File: src/hub_pkg.sv
package hub_pkg;

  // Channel count and vector layout
  localparam int NCH = 8;
  localparam logic [3:0] VEC_BASE_HI = 4'h4; // Arbitrary vector base

  // Channel groups for each hub variant
  localparam logic [7:0] MASK_ALL = 8'hff;
  localparam logic [7:0] MASK_HIGH = 8'hf0;
  localparam logic [7:0] MASK_LOW = 8'h0f;

  // Core clock and shared system clock
  localparam int CLK_NS = 100;
  localparam int SYS_CLK_NS = 250;
  localparam int SYS_DIV_CYC = (SYS_CLK_NS + CLK_NS - 1) / CLK_NS;
  localparam logic [1:0] SYS_DIV_LAST = 2'(SYS_DIV_CYC - 1);

  // Loop diagnostic answer window
  localparam int DIAG_WAIT_NS = 3200;
  localparam int DIAG_CYC = DIAG_WAIT_NS / CLK_NS;
  localparam logic [5:0] DIAG_LAST = 6'(DIAG_CYC - 1);

  // Hold-off after service, covers the input synchroniser depth
  localparam int GUARD_CYC = 3;
  localparam logic [5:0] GUARD_LAST = 6'(GUARD_CYC - 1);

  typedef enum logic [2:0] {ST_IDLE, ST_IRQ, ST_DMA, ST_DIAG, ST_GUARD} state_e;

endpackage

File: src/bus_sync.sv
`timescale 1ns/1ps
`default_nettype none

module bus_sync #(
  parameter int W = 19
) (
  input wire logic clock,
  input wire logic rstn,
  input wire logic [W-1:0] async_in,
  output logic [W-1:0] sync_out
);

  typedef struct packed {
    logic [W-1:0] meta;
    logic [W-1:0] held;
  } sync_s;

  sync_s s_q;
  sync_s s_d;

  // First stage takes the pins, second stage only the first
  always_comb begin
    s_d.meta = async_in;
    s_d.held = s_q.meta;
  end

  // Two-stage synchroniser for pin inputs
  always_ff @(posedge clock or negedge rstn) begin
    if (!rstn) begin
      s_q <= '0;
    end else begin
      s_q <= s_d;
    end
  end

  // Only the settled stage leaves the block
  assign sync_out = s_q.held;

endmodule // bus_sync

`default_nettype wire

File: src/channel_request_prioritizer.sv
`timescale 1ns/1ps
`default_nettype none

module channel_request_prioritizer
  import hub_pkg::*;
(
  input wire logic clock,
  input wire logic rstn,
  input wire logic mode_dma,
  input wire logic eight_chan,
  input wire logic low_bank,
  input wire logic [7:0] data_req,
  input wire logic [7:0] block_end_request,
  input wire logic host_ack,
  input wire logic dma_ack,
  input wire logic diag_start,
  input wire logic [2:0] diag_chan,
  input wire logic pio_branch,
  input wire logic pio_xfer,
  input wire logic [2:0] pio_chan,
  output logic host_irq,
  output logic [7:0] host_vector,
  output logic dma_req,
  output logic [2:0] dma_chan,
  output logic diag_fail,
  output logic [7:0] loop_test,
  output logic [7:0] branch_cmd,
  output logic [7:0] pio_sel,
  output logic sys_clk
);

  typedef struct packed {
    state_e st;
    logic irq;
    logic [7:0] vec;
    logic dreq;
    logic [2:0] dch;
    logic [2:0] dgch;
    logic dg_ok;
    logic dg_fail;
    logic [5:0] cnt;
    logic [1:0] div;
    logic sclk;
    logic [7:0] br;
    logic [7:0] pio;
    logic [7:0] loop;
  } hub_s;

  hub_s s_q;
  hub_s s_d;
  logic [18:0] pins_s;
  logic m_dma;
  logic m_eight;
  logic m_low;
  logic [7:0] dreq_s;
  logic [7:0] breq_s;
  logic [7:0] act;
  logic [7:0] dreq_m;
  logic [7:0] breq_m;
  logic d_any;
  logic b_any;
  logic [2:0] d_idx;
  logic [2:0] b_idx;

  // Channel group enabled for the chosen variant
  function automatic logic [7:0] active_mask(input logic dma, input logic eight, input logic low);
    logic [7:0] m;
    if (dma) begin
      m = low ? MASK_LOW : MASK_HIGH;
    end else begin
      m = eight ? MASK_ALL : MASK_HIGH;
    end
    return m;
  endfunction

  // Vector: base, request type, channel
  function automatic logic [7:0] make_vec(input logic is_end, input logic [2:0] ch);
    return {VEC_BASE_HI, is_end, ch};
  endfunction

  // Pins from the adapters and straps
  bus_sync #(.W(19)) u_sync (
    .clock(clock),
    .rstn(rstn),
    .async_in({mode_dma, eight_chan, low_bank, data_req, block_end_request}),
    .sync_out(pins_s)
  );

  assign m_dma = pins_s[18];
  assign m_eight = pins_s[17];
  assign m_low = pins_s[16];
  assign dreq_s = pins_s[15:8];
  assign breq_s = pins_s[7:0];
  assign act = active_mask(m_dma, m_eight, m_low);
  assign dreq_m = dreq_s & act;
  assign breq_m = breq_s & act;

  // Ranking of each request class
  prio_pick u_pick_data (
    .req(dreq_m),
    .any(d_any),
    .idx(d_idx)
  );

  prio_pick u_pick_end (
    .req(breq_m),
    .any(b_any),
    .idx(b_idx)
  );

  // Next-state logic
  always_comb begin
    s_d = s_q;
    s_d.br = 8'h00;
    s_d.pio = 8'h00;
    // System clock divider
    if (s_q.div == SYS_DIV_LAST) begin
      s_d.div = 2'h0;
    end else begin
      s_d.div = s_q.div + 2'h1;
    end
    s_d.sclk = (s_d.div == 2'h0);
    // Program-control commands, any state
    if (pio_branch && act[pio_chan]) begin
      s_d.br[pio_chan] = 1'b1;
    end
    if (pio_xfer && act[pio_chan]) begin
      s_d.pio[pio_chan] = 1'b1;
    end
    case (s_q.st)
      ST_IDLE: begin
        if (m_dma && d_any) begin
          s_d.st = ST_DMA;
          s_d.dreq = 1'b1;
          s_d.dch = d_idx;
        end else if (m_dma && s_q.dg_ok) begin
          s_d.st = ST_IRQ;
          s_d.irq = 1'b1;
          s_d.vec = make_vec(1'b1, s_q.dgch);
        end else if (m_dma && diag_start && act[diag_chan]) begin
          s_d.st = ST_DIAG;
          s_d.dgch = diag_chan;
          s_d.loop = 8'h01 << diag_chan;
          s_d.cnt = 6'h00;
          s_d.dg_fail = 1'b0;
        end else if (!m_dma && d_any) begin
          s_d.st = ST_IRQ;
          s_d.irq = 1'b1;
          s_d.vec = make_vec(1'b0, d_idx);
        end else if (b_any) begin
          s_d.st = ST_IRQ;
          s_d.irq = 1'b1;
          s_d.vec = make_vec(1'b1, b_idx);
        end
      end
      ST_IRQ: begin
        if (host_ack) begin
          s_d.irq = 1'b0;
          s_d.st = ST_GUARD;
          s_d.cnt = 6'h00;
          if (s_q.dg_ok && s_q.vec[3] && s_q.vec[2:0] == s_q.dgch) begin
            s_d.dg_ok = 1'b0;
          end
        end else if (m_dma && d_any) begin
          s_d.irq = 1'b0;
          s_d.st = ST_IDLE;
        end
      end
      ST_DMA: begin
        if (dma_ack) begin
          s_d.dreq = 1'b0;
          s_d.st = ST_GUARD;
          s_d.cnt = 6'h00;
        end
      end
      ST_DIAG: begin
        if (dreq_s[s_q.dgch]) begin
          s_d.loop = 8'h00;
          s_d.dg_ok = 1'b1;
          s_d.st = ST_GUARD;
          s_d.cnt = 6'h00;
        end else if (s_q.cnt == DIAG_LAST) begin
          s_d.loop = 8'h00;
          s_d.dg_fail = 1'b1;
          s_d.st = ST_IDLE;
        end else begin
          s_d.cnt = s_q.cnt + 6'h01;
        end
      end
      ST_GUARD: begin
        if (s_q.cnt == GUARD_LAST) begin
          s_d.st = ST_IDLE;
        end else begin
          s_d.cnt = s_q.cnt + 6'h01;
        end
      end
      default: begin
        s_d = '0;
      end
    endcase
  end

  // State register
  always_ff @(posedge clock or negedge rstn) begin
    if (!rstn) begin
      s_q <= '0;
    end else begin
      s_q <= s_d;
    end
  end

  // Outputs straight from the state
  assign host_irq = s_q.irq;
  assign host_vector = s_q.vec;
  assign dma_req = s_q.dreq;
  assign dma_chan = s_q.dch;
  assign diag_fail = s_q.dg_fail;
  assign loop_test = s_q.loop;
  assign branch_cmd = s_q.br;
  assign pio_sel = s_q.pio;
  assign sys_clk = s_q.sclk;

  // Checks on the block's own behaviour
  a_vec_stable: assert property (@(posedge clock) disable iff (!rstn)
    host_irq && !host_ack && !(m_dma && d_any) |=> host_irq && $stable(host_vector))
    else $error("vector changed while interrupt pending");

  a_ack_drop: assert property (@(posedge clock) disable iff (!rstn)
    host_irq && host_ack |=> !host_irq [*3])
    else $error("interrupt not withdrawn after acknowledge");

  a_dma_yield: assert property (@(posedge clock) disable iff (!rstn)
    host_irq && !host_ack && m_dma && d_any |=> !host_irq)
    else $error("block-end interrupt held over data request");

  a_dma_grant: assert property (@(posedge clock) disable iff (!rstn)
    s_q.st == ST_IDLE && m_dma && d_any |=> dma_req && dma_chan == $past(d_idx))
    else $error("data request not granted in order");

  a_dma_hold: assert property (@(posedge clock) disable iff (!rstn)
    dma_req && !dma_ack |=> dma_req && $stable(dma_chan) && !host_irq)
    else $error("transfer request dropped early");

  a_dma_group: assert property (@(posedge clock) disable iff (!rstn)
    $rose(dma_req) |-> (dma_chan[2] == !m_low))
    else $error("transfer on channel outside group");

  a_sys_period: assert property (@(posedge clock) disable iff (!rstn)
    $rose(sys_clk) |=> !sys_clk ##1 !sys_clk ##1 sys_clk)
    else $error("system clock period wrong");

  a_branch_one: assert property (@(posedge clock) disable iff (!rstn)
    $onehot0(branch_cmd) && (branch_cmd == 8'h00 || $past(pio_branch)))
    else $error("branch command without host request");

  a_loop_diag: assert property (@(posedge clock) disable iff (!rstn)
    loop_test != 8'h00 |-> s_q.st == ST_DIAG && loop_test[s_q.dgch])
    else $error("loop drive outside diagnostic");

  a_diag_end: assert property (@(posedge clock) disable iff (!rstn)
    $rose(s_q.st == ST_DIAG) |-> ##[1:40] s_q.st != ST_DIAG)
    else $error("diagnostic did not end in time");

  a_small_map: assert property (@(posedge clock) disable iff (!rstn)
    $rose(host_irq) && !m_dma && !m_eight |-> host_vector[2])
    else $error("four-channel hub served low channel");

  a_pio_one: assert property (@(posedge clock) disable iff (!rstn)
    $onehot0(pio_sel) && (pio_sel == 8'h00 || $past(pio_xfer)))
    else $error("transfer select without host request");

  a_irq_order: assert property (@(posedge clock) disable iff (!rstn)
    s_q.st == ST_IDLE && !m_dma && d_any |=> host_irq && host_vector[3:0] == {1'b0, $past(d_idx)})
    else $error("interrupt not raised for first data request");

  a_diag_timeout: assert property (@(posedge clock) disable iff (!rstn)
    s_q.st == ST_DIAG && s_q.cnt == DIAG_LAST && !dreq_s[s_q.dgch] |=> diag_fail && loop_test == 8'h00)
    else $error("diagnostic timeout not reported");

  c_irq_served: cover property (@(posedge clock) disable iff (!rstn)
    host_irq ##1 host_ack);
  c_dma_done: cover property (@(posedge clock) disable iff (!rstn)
    dma_req && dma_ack);
  c_diag_pass: cover property (@(posedge clock) disable iff (!rstn)
    $fell(s_q.dg_ok));
  c_diag_fail: cover property (@(posedge clock) disable iff (!rstn)
    $rose(diag_fail));

endmodule // channel_request_prioritizer

`default_nettype wire

File: src/prio_pick.sv
`timescale 1ns/1ps
`default_nettype none

module prio_pick (
  input wire logic [7:0] req,
  output logic any,
  output logic [2:0] idx
);

  // Fixed order: lowest channel number wins
  always_comb begin
    any = |req;
    idx = 3'h0;
    for (int i = 7; i >= 0; i--) begin
      if (req[i]) begin
        idx = 3'(i);
      end
    end
  end

endmodule // prio_pick

`default_nettype wire

File: config.mk
export PLATFORM = sky130hd
export DESIGN_NAME = channel_request_prioritizer
export DESIGN_NICKNAME = d
export VERILOG_FILES = /design/src/hub_pkg.sv /design/src/bus_sync.sv /design/src/channel_request_prioritizer.sv /design/src/prio_pick.sv
export SDC_FILE = /design/constraint.sdc
export NUM_CORES = 1
export LEC_CHECK = 0
export ABC_AREA = 1
export BUFFER_PORTS_ARGS = -buffer_cell sky130_fd_sc_hd__clkbuf_2
export CORE_MARGIN = 1.5
export CORE_UTILIZATION = 39
export CTS_CLUSTER_DIAMETER = 150
export CTS_CLUSTER_SIZE = 40
export DETAILED_ROUTE_END_ITERATION = 8
export MAX_ROUTING_LAYER = met4
export PLACE_DENSITY = 0.69
export SYNTH_ARGS = -nofsm -noshare
export SYNTH_HDL_FRONTEND = slang
export SYNTH_SLANG_ARGS = --single-unit
File: constraint.sdc
create_clock -name clock -period 1.4 [get_ports clock]
set_input_delay 0.28 -clock clock [delete_from_list [all_inputs] [get_ports clock]]
set_output_delay 0.28 -clock clock [all_outputs]
set_load 0.01 [all_outputs]
======== Yosys cells after proc, flatten, opt, wreduce, memory -nomap -nowiden ========
Cells that the tools add are included.
word-level totals
  bits in registers ....................... 92
  bits in read-only memories .............. 0
  latch bits .............................. 0
  logic and storage cells ................. 163
  output and inout bits ................... 39
  input port bits ......................... 32
  memories kept ........................... 0
  memory bits (writable) .................. 0
operators by class
  magnitude comparators ................... 4
  mux-type cells .......................... 76
  multipliers ............................. 0
  div/mod/pow operators ................... 0
  add/subtract/negate cells ............... 2
  reduce and logical (&&, ||, !) cells .... 31
  shifts and indexed selects .............. 1
  eq/ne operators ......................... 26
  bitwise logic cells ..................... 7
operators by type and width
  operator            count
  $mux 3              25
  $mux 8              9
  $mux 12             3
  $mux 6              5
  $pmux 6 s5          1
  $ne 2x2->1 const B  12
  $pmux 8 s3          1
  $mux 7              3
  $mux 19             1
  $mux 9              2
  $and 8x8->8         2
  $mux 4              4
  $pmux 8 s2          1
  $reduce_or 8->1     2
  $pmux 3 s5          1
  $reduce_and 5->1    3
  $lt 3x4->1 const B  3
  $ne 3x3->1 const B  4
  $pmux 1 s3          4
  $pmux 6 s2          1
  $reduce_and 4->1    3
  $reduce_or 3->1     4
  $logic_and 1x1->1   10
  $mux 1              10
  26 further kinds    33

======== Logic depth before layout (Yosys ltp) ========
  word-level depth ........................ 17
  mapped depth ............................ 15

======== Hierarchy ========
A second synthesis with hierarchy kept.
second synthesis, totals
  cell total of the unflattened synthesis .. 513
  area total of the unflattened synthesis .. 4281.6 um^2
modules (own cells, without submodules)
  module                       area an instance (um^2)  instances  cells an instance  sequential area each (um^2)
  channel_request_prioritizer  3133.0                   1          431                1276.2
  bus_sync                     950.9                    1          38                 950.9
  prio_pick                    98.8                     2          22                 0.0

======== Worst setup path after synthesis ========
No wires, ideal clock.
  path kind ............................... register to register
  start point ............................. register s_q[27] (netlist name)
  end point ............................... register s_q[51] (netlist name)
  stages on the path, launching flop included .. 11
  arrival ................................. 1.404 ns
  path slack .............................. -0.120 ns
  required time ........................... 1.283 ns
  library setup time ...................... 0.117 ns
  clock period less this slack ............ 1.520 ns
  cell sequence ........................... dfrtp_1 ha_1 nand3_1 nor3_1 inv_1 nand3_2 nand2_1 nor2_1 nand2_1 nand2_1 nand2_1
on the way
  word-level cells in the longest chain between the ends .. 3
  elaborated cells on any way between the ends .. 5
  those cells by class .................... eq/ne: 4; reduce/logical: 1
RTL lines
  element                                             line                                                                    RTL
  start, declared                                     channel_request_prioritizer.sv:49                                       hub_s s_q;
  start signal, assigned                              channel_request_prioritizer.sv:206                                      s_q <= '0;
  start signal, assigned                              channel_request_prioritizer.sv:208                                      s_q <= s_d;
  $eq 6x5->1 or $eq 6x2->1 (tied branches)            channel_request_prioritizer.sv:182, channel_request_prioritizer.sv:191
  $ne 3x3->1 (no line) or $ne 2x2->1 (tied branches)  n/a
  $reduce_and 5->1 (no line) *                        n/a
Every way passes the cells marked *; elsewhere a longest branch is shown, timed or not.
A chain may end at the register's enable or synchronous reset.

======== Worst setup path after layout ========
  start point ............................. register u_sync.s_q (netlist bit u_sync.sync_out[16])
  end point ............................... register s_q (netlist bit host_vector[2])
on the way
  word-level cells in the longest chain between the ends .. 17
  elaborated cells on any way between the ends .. 37
  those cells by class .................... eq/ne: 3; mux: 26; bitwise: 2; reduce/logical: 6
RTL lines
  element                 line                                RTL
  start, declared         bus_sync.sv:18                      sync_s s_q;
  start signal, assigned  bus_sync.sv:30                      s_q <= '0;
  start signal, assigned  bus_sync.sv:32                      s_q <= s_d;
  $mux 8 *                channel_request_prioritizer.sv:69   m = low ? MASK_LOW : MASK_HIGH;
  $mux 8 *                channel_request_prioritizer.sv:68   if (dma) begin
  $and 8x8->8             channel_request_prioritizer.sv:96   assign breq_m = breq_s & act;
  $mux 3 (8 in a row)     prio_pick.sv:15                     if (req[i]) begin
  $mux 12                 channel_request_prioritizer.sv:150  end else if (b_any) begin
  $mux 12                 channel_request_prioritizer.sv:146  end else if (!m_dma && d_any) begin
  $mux 9                  channel_request_prioritizer.sv:140  end else if (m_dma && diag_start && act[diag_chan]) begin
  $mux 12                 channel_request_prioritizer.sv:136  end else if (m_dma && s_q.dg_ok) begin
  $mux 9                  channel_request_prioritizer.sv:132  if (m_dma && d_any) begin
  $pmux 8 s2              channel_request_prioritizer.sv:130  case (s_q.st)
Every way passes the cells marked *; elsewhere a longest branch is shown, timed or not. The select of a mux whose other input is x is not followed.

==> results.sh <==
export IMPL_critPathMostFrequentCell="nand2_1"
export IMPL_hold_ws_ns=0.01890
export IMPL_die_w_um=107.9
export IMPL_reg2reg_depth=8
export IMPL_cp_top_family="simple AND/OR/NAND/NOR gates"
export IMPL_min_period_over_period_pct=118.0
export IMPL_gp_congestion=0.9471
export IMPL_wl_per_cell_um=12.84
export IMPL_start_kind="register"
export IMPL_setup_tns_final_ns=-7.655
export IMPL_fin_cells=762
export IMPL_hold_start="block_end_request[7]"
export IMPL_grt_pass1_vias=3550
export IMPL_power_density_nw_per_um2=1607
export IMPL_ir_drop_mv=0.6351
export IMPL_core_area_sq_um=10790
export IMPL_netlist_instances=491
export IMPL_synth_distinct_cells=39
export IMPL_grt_overflow_total=0
export IMPL_max_cap_violations=0
export IMPL_routed_wl_met3_um=593
export IMPL_cp_cell_sequence="a21boi_0 > nand2_1 > buf_4 > nor3_2 > nor2_1 > nand3_2 > nand2_1 > o21ai_2"
export IMPL_die_area_sq_um=11640
export IMPL_dieHeight_um=107.9
export IMPL_endpoint_kind="register"
export IMPL_fin_ws_ns=-0.2526
export IMPL_numCtsBuffers=9
export IMPL_cts_sinks=89
export IMPL_drive_gt1_share_pct=40.19
export IMPL_critPathSlowestCell="dfrtp_2"
export IMPL_rsz0062_at_grt="yes"
export IMPL_wl_met1_um=4120
export IMPL_whs_endpoint="u_sync.s_d[7]$_DFF_PN0_"
export IMPL_vias=3577
export IMPL_drt_iter0_markers=137
export IMPL_clockRootBuffer="clkbuf_8"
export IMPL_wl_met2_um=4842
export IMPL_fill_cells=989
export IMPL_cts_tree="yes"
export IMPL_first_pass_iters=4
export IMPL_synthArstFlopShare_pct=100.0
export IMPL_critPathMaxStageDelay_ns=0.46
export IMPL_ys_seq_area_share_pct=51.91
export IMPL_r2r_start="u_sync.sync_out[16]$_DFF_PN0_"
export IMPL_skew_ns=0.01484
export IMPL_crit_fanout=6
export IMPL_r2r_slack_ns=-0.25
export IMPL_grt_usage_pct=18.59
export IMPL_antenna_found_initial=0
export IMPL_drcViolationCount=0
export IMPL_port_buffers=67
export IMPL_antenna_cells=0
export IMPL_start_util_pct=39.75
export IMPL_drtAntennaViolNets=0
export IMPL_post_dp_cell_area_sq_um=5037
export IMPL_highest_layer="met4"
export IMPL_violations="setup timing"
export IMPL_yosysWarnings=0
export IMPL_cp_arrival_ns=1.95
export IMPL_final_nets=651
export IMPL_clock_fmax_mhz=605.1
export IMPL_period_minus_slack_ns=1.653
export IMPL_place_hpwl_um=6783
export IMPL_area_growth_syn_to_layout_pct=34.09
export IMPL_finalMaxSlewViolations=0
export IMPL_synth_area_sq_um=4290
export IMPL_placedCellCount=723
export IMPL_clock_path_buffers=2
export IMPL_h_tree_depth=3
export IMPL_std_cell_rows=38
export IMPL_reg2reg_to="host_vector[2]$_DFFE_PN0P_"
export IMPL_synth_edf_count=0
export IMPL_routed_wl_um=9781
export IMPL_fin_area_sq_um=5753
export IMPL_worst_setup_path_type="reg2reg"
export IMPL_setup_viol=47
export IMPL_status="complete, but fails checks"
export IMPL_crit_required_ns=1.69
export IMPL_leakagePower_nw=3.026
export IMPL_grt_pass1_wl_um=16470
export IMPL_grt_max_degree=90
export IMPL_synth_seq_cells=89
export IMPL_io_pin_count=71
export IMPL_vias_per_cell=4.694
export IMPL_clk_insertion_delay_late_ns=0.36
export IMPL_crit_buf_inv=1
export IMPL_avgSynthCellArea_sq_um=8.738
export IMPL_hold_viol=0
export IMPL_clk_pin_slew_worst_paths_ns=0.09
export IMPL_hold_path_cell_count=1
export IMPL_finish_utilization_pct=53.30
export IMPL_hp_class="in2reg"
export IMPL_synth_flop_cell="dfrtp_1"
cell usage after synthesis (4+ instances only):
library cell	count	area share, %
nand2_1	143	13
dfrtp_1	89	52
nor2_1	46	4.0
inv_1	44	3.8
buf_4	36	6.3
nand3_1	29	3.4
nand4_1	15	2.2
o21ai_0	14	1.6
o21ai_1	7	0.82
nand2_2	5	0.73
a21oi_1	4	0.47
inv_2	4	0.35
nand2_4	4	1.0
nand3_2	4	0.93
nor3_1	4	0.47
xor2_1	4	0.82
cells in the final DEF (no fill, tap or decap), types with 3 or more instances in the layout:
cell type / n
o21ai_4: 6
dfrtp_2: 3
o21ai_0: 6
nand2_4: 7
inv_2: 8
clkbuf_8: 10
a21oi_2: 3
nand3_2: 6
buf_4: 73
nand2_1: 133
nor2_4: 10
clkbuf_2: 66
nand4_1: 15
xor2_1: 4
buf_6: 3
inv_1: 40
dfrtp_1: 86
nand3_4: 5
buf_12: 3
dlygate4sd3_1: 7
nand2_2: 12
nand3_1: 24
nor2_1: 30
o21ai_1: 12
conb_1: 3
nor2_2: 11
nor3_2: 3
inv_4: 3
through the flow:
| step | setup WS, ns | total power, W |
|---|---|---|
| global placement | -0.2235 | 0.006854 |
| detailed placement | -0.3394 | 0.006946 |
| global route | -0.3293 | 0.009926 |
| floorplan | -0.06235 | 0.005605 |
| CTS | -0.1855 | 0.009075 |
| finish | -0.2526 | 0.009244 |
cells by family (layout without fill, tap and decap cells):
family	count (synthesis)	in the layout	share of synthesized area [%]
xor gates and xnor gates	7	7	1.429
other	1	3	0.08741
and+or+nand+nor	261	262	28.55
buffers and inverters	93	220	12.01
AOI/OAI and AO/OA	38	39	5.424
DFF	89	89	51.91
adders and majority gates	2	2	0.5832
routing by layer:
layer  up-vias  global-route usage [%]
met2        99                   30.12
met5         -                       -
met1      1685                   23.16
li1       1772                       -
met3        21                   4.600
met4         0                   5.357
where the power goes:
part	internal, W	switching (W)
registers	0.00298	0.000305
logic	0.00179	0.00233
clock network	0.000888	0.000953
total	0.00566	0.00359
state kept, by name, summed over array words and instances, names as in the netlist, 3 cells and up:
register / cells
branch_cmd: 8
dma_chan: 3
host_vector: 5
loop_test: 8
pio_sel: 8
s_q: 15
u_sync.s_d: 19
u_sync.sync_out: 19
layout make-up:
class	instances	area [sq um]	area share, %
Sequential cell	89	2231	38.78
Multi-Input combinational cell	313	1891	32.86
Timing Repair Buffer	152	1042	18.12
Inverter	52	210.2	3.654
Tap cell	140	175.2	3.045
Clock buffer	11	141.4	2.458
Clock inverter	5	62.56	1.087
how the worst max path moves through the flow:
| stage | from | end | slack, ns | depth (start not counted) |
|---|---|---|---|---|
| after CTS | u_sync.sync_out[18]$_DFF_PN0_ | loop_test[5]$_DFFE_PN0P_ | -0.19 | 10 |
| final | u_sync.sync_out[16]$_DFF_PN0_ | host_vector[2]$_DFFE_PN0P_ | -0.25 | 8 |
| after detailed placement | u_sync.sync_out[18]$_DFF_PN0_ | dma_chan[0]$_DFFE_PN0P_ | -0.34 | 8 |
| after global placement | u_sync.sync_out[18]$_DFF_PN0_ | dma_chan[1]$_DFFE_PN0P_ | -0.22 | 8 |
| after floorplan | u_sync.sync_out[18]$_DFF_PN0_ | host_vector[0]$_DFFE_PN0P_ | -0.06 | 12 |
| after global routing | u_sync.sync_out[18]$_DFF_PN0_ | s_q[35]$_DFFE_PN0P_ | -0.33 | 10 |
what timing repair did:
item | 4_1_cts | 5_1_grt
endpoints found under the setup margin | 48 | 48
gates resized for setup | 44 | 41
pin swaps | 23 | 15
endpoints found under the hold margin | 89 | 6
gates cloned | 2 | 0
hold buffers | 1 | 6
setup buffers | 12 | 2
Power figures use the tool's default switching activity.
